[src/rtl/ppcl_pkg.sv]
// Behaviour
// Skip bit one hides pin from crossbar
// Software skips analog and special-function pins
// Latch bit zero drives low, one high
// Open-drain pin with latch one floats
// Latch read: analog zero, else pin level
// Analog pin ignores its output-mode bit
// Output-mode zero selects open-drain driver
// Push-pull on one; analog disables digital path
package ppcl_pkg;
    localparam logic [7:0] PPCL_ADDR_DRIVER_TYPE = 8'hAE;
    localparam logic [7:0] PPCL_ADDR_LATCH = 8'hC7;
    localparam logic [7:0] PPCL_ADDR_SKIP = 8'hDF;
    localparam logic [7:0] PPCL_ADDR_ANALOG_SEL = 8'hF5;
    localparam logic [7:0] PPCL_RST_DRIVER_TYPE = 8'h00;
    localparam logic [7:0] PPCL_RST_LATCH = 8'hFF;
    localparam logic [7:0] PPCL_RST_SKIP = 8'h00;
    localparam logic [7:0] PPCL_RST_ANALOG_SEL = 8'hFF;
    localparam logic [7:0] PPCL_RST_PIN_SYNC = 8'hFF;
    localparam logic [7:0] PPCL_RST_RDATA = 8'h00;
    localparam logic [7:0] PPCL_RST_PIN_OE = 8'h00;
    localparam logic [3:0] PPCL_RST_XBAR_SKIP = 4'h0;
    localparam int PPCL_SKIP_LSB = 0;
    localparam int PPCL_SKIP_WIDTH = 4;
endpackage : ppcl_pkg

[src/rtl/ppcl_port_pin_config_latch.sv]
`timescale 1ns/1ps
module ppcl_port_pin_config_latch
    import ppcl_pkg::*;
(
    input wire logic core_clk_i,
    input wire logic rst_i,
    input wire logic [7:0] sfr_addr_i,
    input wire logic sfr_wr_i,
    input wire logic sfr_rd_i,
    input wire logic [7:0] sfr_wdata_i,
    output logic [7:0] sfr_rdata_o,
    input wire logic [7:0] port4_pin_i,
    output logic [7:0] port4_pin_o,
    output logic [7:0] port4_pin_oe_o,
    output logic [7:0] port4_pullup_en_o,
    output logic [7:0] port4_digital_rx_en_o,
    output logic [3:0] port3_crossbar_skip_o
);

    function automatic logic ppcl_hit(input logic [7:0] addr, input logic [7:0] target);
        ppcl_hit = (addr == target);
    endfunction : ppcl_hit

    logic [7:0] driver_type_reg, driver_type_next;
    logic [7:0] latch_reg, latch_next;
    logic [7:0] skip_reg, skip_next;
    logic [7:0] analog_sel_reg, analog_sel_next;
    logic [7:0] sync1_reg, sync1_next;
    logic [7:0] sync2_reg, sync2_next;
    logic [7:0] sync3_reg, sync3_next;
    logic [7:0] level_reg, level_next;
    logic [7:0] rdata_reg, rdata_next;
    logic [7:0] pin_out_reg, pin_out_next;
    logic [7:0] pin_oe_reg, pin_oe_next;
    logic [7:0] pullup_reg, pullup_next;
    logic [7:0] rx_en_reg, rx_en_next;
    logic [3:0] xbar_skip_reg, xbar_skip_next;

    always_comb
    begin
        driver_type_next = driver_type_reg;
        latch_next = latch_reg;
        skip_next = skip_reg;
        analog_sel_next = analog_sel_reg;
        if (sfr_wr_i)
        begin
            if (ppcl_hit(sfr_addr_i, PPCL_ADDR_DRIVER_TYPE))
            begin
                driver_type_next = sfr_wdata_i;
            end
            if (ppcl_hit(sfr_addr_i, PPCL_ADDR_LATCH))
            begin
                latch_next = sfr_wdata_i;
            end
            if (ppcl_hit(sfr_addr_i, PPCL_ADDR_SKIP))
            begin
                skip_next = sfr_wdata_i;
            end
            if (ppcl_hit(sfr_addr_i, PPCL_ADDR_ANALOG_SEL))
            begin
                analog_sel_next = sfr_wdata_i;
            end
        end
    end

    // Pin synchroniser; level follows once stages two and three agree
    always_comb
    begin
        sync1_next = port4_pin_i;
        sync2_next = sync1_reg;
        sync3_next = sync2_reg;
        level_next = level_reg;
        for (int i = 0; i < 8; i++)
        begin
            if (sync2_reg[i] == sync3_reg[i])
            begin
                level_next[i] = sync3_reg[i];
            end
        end
    end

    // Read data, driver control and crossbar skip
    always_comb
    begin
        rdata_next = rdata_reg;
        if (sfr_rd_i)
        begin
            rdata_next = 8'h00;
            if (ppcl_hit(sfr_addr_i, PPCL_ADDR_DRIVER_TYPE))
            begin
                rdata_next = driver_type_reg;
            end
            if (ppcl_hit(sfr_addr_i, PPCL_ADDR_LATCH))
            begin
                rdata_next = level_reg & analog_sel_reg;
            end
            if (ppcl_hit(sfr_addr_i, PPCL_ADDR_SKIP))
            begin
                rdata_next = skip_reg;
            end
            if (ppcl_hit(sfr_addr_i, PPCL_ADDR_ANALOG_SEL))
            begin
                rdata_next = analog_sel_reg;
            end
        end
        for (int i = 0; i < 8; i++)
        begin
            pin_out_next[i] = latch_reg[i];
            if (!analog_sel_reg[i])
            begin
                pin_oe_next[i] = 1'b0;
            end
            else if (!latch_reg[i])
            begin
                pin_oe_next[i] = 1'b1;
            end
            else
            begin
                pin_oe_next[i] = driver_type_reg[i];
            end
        end
        pullup_next = analog_sel_reg;
        rx_en_next = analog_sel_reg;
        xbar_skip_next = skip_reg[PPCL_SKIP_LSB +: PPCL_SKIP_WIDTH];
    end

    always_ff @(posedge core_clk_i)
    begin
        if (rst_i)
        begin
            driver_type_reg <= PPCL_RST_DRIVER_TYPE;
            latch_reg <= PPCL_RST_LATCH;
            skip_reg <= PPCL_RST_SKIP;
            analog_sel_reg <= PPCL_RST_ANALOG_SEL;
            sync1_reg <= PPCL_RST_PIN_SYNC;
            sync2_reg <= PPCL_RST_PIN_SYNC;
            sync3_reg <= PPCL_RST_PIN_SYNC;
            level_reg <= PPCL_RST_PIN_SYNC;
            rdata_reg <= PPCL_RST_RDATA;
            pin_out_reg <= PPCL_RST_LATCH;
            pin_oe_reg <= PPCL_RST_PIN_OE;
            pullup_reg <= PPCL_RST_ANALOG_SEL;
            rx_en_reg <= PPCL_RST_ANALOG_SEL;
            xbar_skip_reg <= PPCL_RST_XBAR_SKIP;
        end
        else
        begin
            driver_type_reg <= driver_type_next;
            latch_reg <= latch_next;
            skip_reg <= skip_next;
            analog_sel_reg <= analog_sel_next;
            sync1_reg <= sync1_next;
            sync2_reg <= sync2_next;
            sync3_reg <= sync3_next;
            level_reg <= level_next;
            rdata_reg <= rdata_next;
            pin_out_reg <= pin_out_next;
            pin_oe_reg <= pin_oe_next;
            pullup_reg <= pullup_next;
            rx_en_reg <= rx_en_next;
            xbar_skip_reg <= xbar_skip_next;
        end
    end

    assign sfr_rdata_o = rdata_reg;
    assign port4_pin_o = pin_out_reg;
    assign port4_pin_oe_o = pin_oe_reg;
    assign port4_pullup_en_o = pullup_reg;
    assign port4_digital_rx_en_o = rx_en_reg;
    assign port3_crossbar_skip_o = xbar_skip_reg;
endmodule : ppcl_port_pin_config_latch

[config.mk]
export PLATFORM = sky130hd
export DESIGN_NAME = ppcl_port_pin_config_latch
export DESIGN_NICKNAME = d
export VERILOG_FILES = /design/src/rtl/ppcl_pkg.sv /design/src/rtl/ppcl_port_pin_config_latch.sv
export SDC_FILE = /design/constraint.sdc
export NUM_CORES = 1
export LEC_CHECK = 0
export ABC_AREA = 0
export BUFFER_PORTS_ARGS = -buffer_cell sky130_fd_sc_hd__buf_4
export CAP_MARGIN = 5
export CELL_PAD_IN_SITES_DETAIL_PLACEMENT = 0
export CELL_PAD_IN_SITES_GLOBAL_PLACEMENT = 1
export CORE_UTILIZATION = 45
export CTS_CLUSTER_DIAMETER = 40
export DETAILED_ROUTE_END_ITERATION = 7
export GPL_TIMING_DRIVEN = 0
export HOLD_SLACK_MARGIN = 0.15
export MAX_ROUTING_LAYER = met4
export PLACE_DENSITY = 0.82
export SETUP_SLACK_MARGIN = 0.3
export SLEW_MARGIN = 20
export SYNTH_ARGS = -nofsm -noshare
export SYNTH_HDL_FRONTEND = slang
export SYNTH_SLANG_ARGS = --single-unit
[constraint.sdc]
create_clock -name core_clk_i -period 3.61 [get_ports core_clk_i]
set_input_delay 0.361 -clock core_clk_i [delete_from_list [all_inputs] [get_ports core_clk_i]]
set_output_delay 0.361 -clock core_clk_i [all_outputs]
set_load 0.01 [all_outputs]
* Word level (Yosys, flattened, before mapping) *
Index checks and enable logic that the tools add are counted.

word-level totals
  bits in latches = 0
  memories kept = 0
  memory bits (writable) = 0
  register bits after elaboration = 100
  logic and storage cells = 72
  ROM bits = 0

operators by class
  eq/ne operators = 12
  $lt $le $gt $ge = 0
  divide/modulo/power cells = 0
  muxes and demuxes = 12
  reduce and logical (&&, ||, !) cells = 12
  multiply operators = 0
  bitwise operators = 9
  shift-type cells = 0
  add/sub/neg operators = 0

operators with widths
  kind                  count
  $eq A8 B8 Y1 const B  4
  $mux W8               4
  $reduce_or A2 Y1      8
  $and A8 B8 Y8         1
  $eq A1 B1 Y1          8
  $mux W1               8
  $not A1 Y1            8
  $reduce_and A2 Y1     4

* Depth between registers and ports, before layout *
  word-level depth = 5
  depth in mapped cells = 6
  mapped depth without buffers = 4

* Worst setup path before layout *
Ideal clock, no wire load.

  path kind = input port to flip-flop
  start = in sfr_wr_i
  end = reg analog_sel_reg[6]
  slack = 2.146 ns
  buffers on the path = 2
  data arrival time = 1.345 ns
  cell stages on the path = 6
  cell sequence = buf_2 inv_1 nor3_4 buf_6 nor2b_1 a211o_1

between the ends
  word-level cells in the longest chain between the ends = 1

RTL lines
  element                             line                               source
  start: declaration                  ppcl_port_pin_config_latch.sv:8    input wire logic sfr_wr_i,
  $reduce_and A2 Y1 (no source line)  -
  end signal: assignment              ppcl_port_pin_config_latch.sv:151  analog_sel_reg <= analog_sel_next;
  end: declaration                    ppcl_port_pin_config_latch.sv:27   logic [7:0] analog_sel_reg, analog_sel_next;

No other way between the ends.
A chain may end at the register's enable or synchronous reset.

* Final worst setup path *
  start = in sfr_addr_i[6]
  end = reg driver_type_reg[3]

between the ends
  word-level cells in the longest chain between the ends = 2

RTL lines
  element                             line                               source
  start: declaration                  ppcl_port_pin_config_latch.sv:7    input wire logic [7:0] sfr_addr_i,
  $eq A8 B8 Y1                        ppcl_port_pin_config_latch.sv:21   ppcl_hit = (addr == target);
  $reduce_and A2 Y1 (no source line)  -
  end signal: assignment              ppcl_port_pin_config_latch.sv:148  driver_type_reg <= driver_type_next;
  end: declaration                    ppcl_port_pin_config_latch.sv:24   logic [7:0] driver_type_reg, driver_type_next;

No other way between the ends.

==> impl_metrics.csv <==
group,metric,value,unit
status,outcome,"complete, no violations",
logic_synthesis,synth-seq-cells,100,
clock_tree,clk_path_buf_depth,2,
power,internal-power,0.00141,W
finish,fin_area,4600,µm²
grt,grt_max_degree,18,
clock_tree,clk_transition_reported_paths,0.10,ns
clock_tree,clock_sinks,100,
grt,overflow,0,
clock_tree,clk_latency,0.36,ns
finish,fillers,769,
logic_synthesis,synth.avg_cell_area,10.0,µm²
clock_tree,cts_buffers,9,
power,pwr-share-comb,5.1,%
drt,wl_per_cell,14.8,µm
logic_synthesis,synthesis.nets,405,
logic_synthesis,synth_top_area_share,53.1,%
flow_run,cap_violations,0,
sta,final.min_clock_period,1.50,ns
critical_path,worstPathArrival,1.73,ns
clock_tree,cts_resized,0,
place,gp_congestion,0.828,
sta,post-route-period-util,41.6,%
floorplanning,start_util,46.2,%
logic_synthesis,synth-edff-count,0,
logic_synthesis,synth_cell_types,39,
power,switching_share,24.0,%
power,seq_power_share,60.1,%
finish,final_nets,485,
finish,n_antenna_cell,0,
logic_synthesis,synthTopCellsByArea,"dfxtp_1, or2_2, nor2b_1, nand3_1, nor2_1",
clock_tree,cts_setup_buffers,0,
grt,grt_pass1_wl,13300,µm
clock_tree,h-tree-depth,3,
logic_synthesis,netlist_area,3770,µm²
drt,firstDrtPassIters,4,
place,port_buffers,69,
place,dpl.hpwl,6170,µm
drt,routed_wl,8420,µm
floorplanning,die_w,93.6,µm
finish,fin_cells,567,
logic_synthesis,yosysMostFrequentCell,"dfxtp_1",
sta,rsz0062_at_grt,"no",
power,p_total,0.00186,W
power,pwr-share-clk,34.8,%
drt,drt_iter0_markers,104,
floorplanning,core-area,8180,µm²
logic_synthesis,synth_flop_cell,"dfxtp_1",
logic_synthesis,async_flop_share,0,%
sta,clock.fmax,667,MHz
critical_path,setup.worst_path.end_class,"flop",
critical_path,worstPathRequired,3.84,ns
sta,setup-violations-final,0,
sta,setup_tns,0,ns
logic_synthesis,yosysSeqAreaShare,53.1,%
floorplanning,fp.dieArea,8760,µm²
sta,drv_slew,0,
clock_tree,cts_tree,"done",
power,switching_power,0.000447,W
power,ir_drop,225,µV
power,p_per_area,405,nW/µm²
finish,multi_input_area,1570,µm²
floorplanning,io_pins,72,
power,leakage,1.86,nW
min_path,hp-class,"primary input to flop",
drt,routed_via_density,5.03,
place,pre_cts_slack,1.76,ns
clock_tree,postCtsHoldBufs,0,
sta,fin_worst_skew,0.00565,ns
sta,max-slew-margin-rel,56.6,%
critical_path,worst_setup_path_start_kind,"primary input",
logic_synthesis,synthCells,377,
logic_synthesis,synth_warnings,0,
critical_path,path_max_fanout,9,
sta,finalHoldViolCount,0,
finish,area.growth.synth_to_final,21.9,%
finish,drive_above_1_share,34.2,%
drt,num_vias,2852,
drt,ant_nets,0,
logic_synthesis,synth.largest_area_cell,"dfxtp_1",
drt,drc_errors,0,
place,postPlaceCellArea,4420,µm²
clock_tree,ctsRootBufferMaster,"clkbuf_8",
critical_path,crit_type,"primary input to flop",
grt,grt_use_total,20.6,%
place,dpl.cell_count,551,
finish,regArea,2000,µm²
grt,antenna_found_initial,0,
sta,worst-slew-pin-transition,0.651,ns
logic_synthesis,synth_common_cells,"dfxtp_1, or2_2, nor2_1",
floorplanning,die_h,93.6,µm
grt,grt_pass1_vias,2743,
sta,setup_slack,2.11,ns
floorplanning,rows,33,
-- worst paths after layout --
| path | from | to | slack (ns) | depth (start not counted) |
|---|---|---|---|---|
| setup / recovery | sfr_addr_i[6] | driver_type_reg[3] | 2.11 | 5 |
| hold / removal | port4_pin_i[3] | sync1_reg[3] | 0.18 | 2 |
| setup reg to reg | analog_sel_reg[4] | sfr_rdata_o[4] | 2.39 | 4 |
| hold reg to reg | sync1_reg[7] | sync2_reg[7] | 0.42 | 1 |
-- per-stage QoR --
step	hold slack, ns	utilization, %
finish	0.176	56.2
global route	0.176	56.2
CTS	0.167	56.2
detailed placement	0.395	54.1
global placement	0.391	54.1
floorplan	0.389	-
-- power groups by stage --
stage	Clock (W)	Combinational [W]	Sequential [W]
floorplan	0	0.0000466	0.00114
global placement	0	0.0000939	0.00114
detailed placement	0	0.0000954	0.00115
CTS	0.000663	0.0000956	0.00112
global route	0.000695	0.000103	0.00112
finish	0.000647	0.0000948	0.00112
-- worst max-delay path: stages --
cell and delay (ns):
buf_4 0.13, nor4b_4 0.53, nand3_2 0.37, mux2i_1 0.26, nor2_1 0.06
-- layer usage --
| layer | wire length (µm) | global-route usage [%] |
|---|---|---|
| met5 | 0 | - |
| met4 | 92 | 9.10 |
| met3 | 371 | 2.93 |
| met2 | 3980 | 33.1 |
| met1 | 3970 | 25.8 |
-- cell usage in the layout, fill, tap and decap left out, types with 5 or more instances in the layout --
cell and count:
o21bai_1 8, nand2_1 21, clkbuf_8 9, dfxtp_1 100, a21oi_1 16, nor3_1 10, inv_1 9, or2_2 40
o22ai_1 13, nor2b_1 20, nand3b_1 8, a2111oi_2 5, and3_1 5, buf_4 78, clkbuf_1 16, nor3b_1 8
nand3_1 17, nor2_1 22, a211o_2 5, mux2i_1 8, nand2b_1 5
-- layout make-up --
type                       instances  share of cell area [%]
sequential                       100                    43.5
multi-input combinational        238                    34.2
timing repair buffer              69                    11.3
buffer                            30                    3.62
tap                              105                    2.86
clock buffer                      10                    2.78
clock inverter                     6                    1.03
inverter                           9                   0.735
-- kinds of logic (layout without fill, tap and decap cells) --
family                 count (synthesis)  in the layout  share of synthesized area (%)
AO/OA/AOI/OAI                         59             59                           12.1
buffers and inverters                 39            124                           5.30
multiplexers                           8              8                           2.12
AND/OR/NAND/NOR                      171            171                           27.4
flip-flops                           100            100                           53.1
Power figures use the tool's default switching activity.
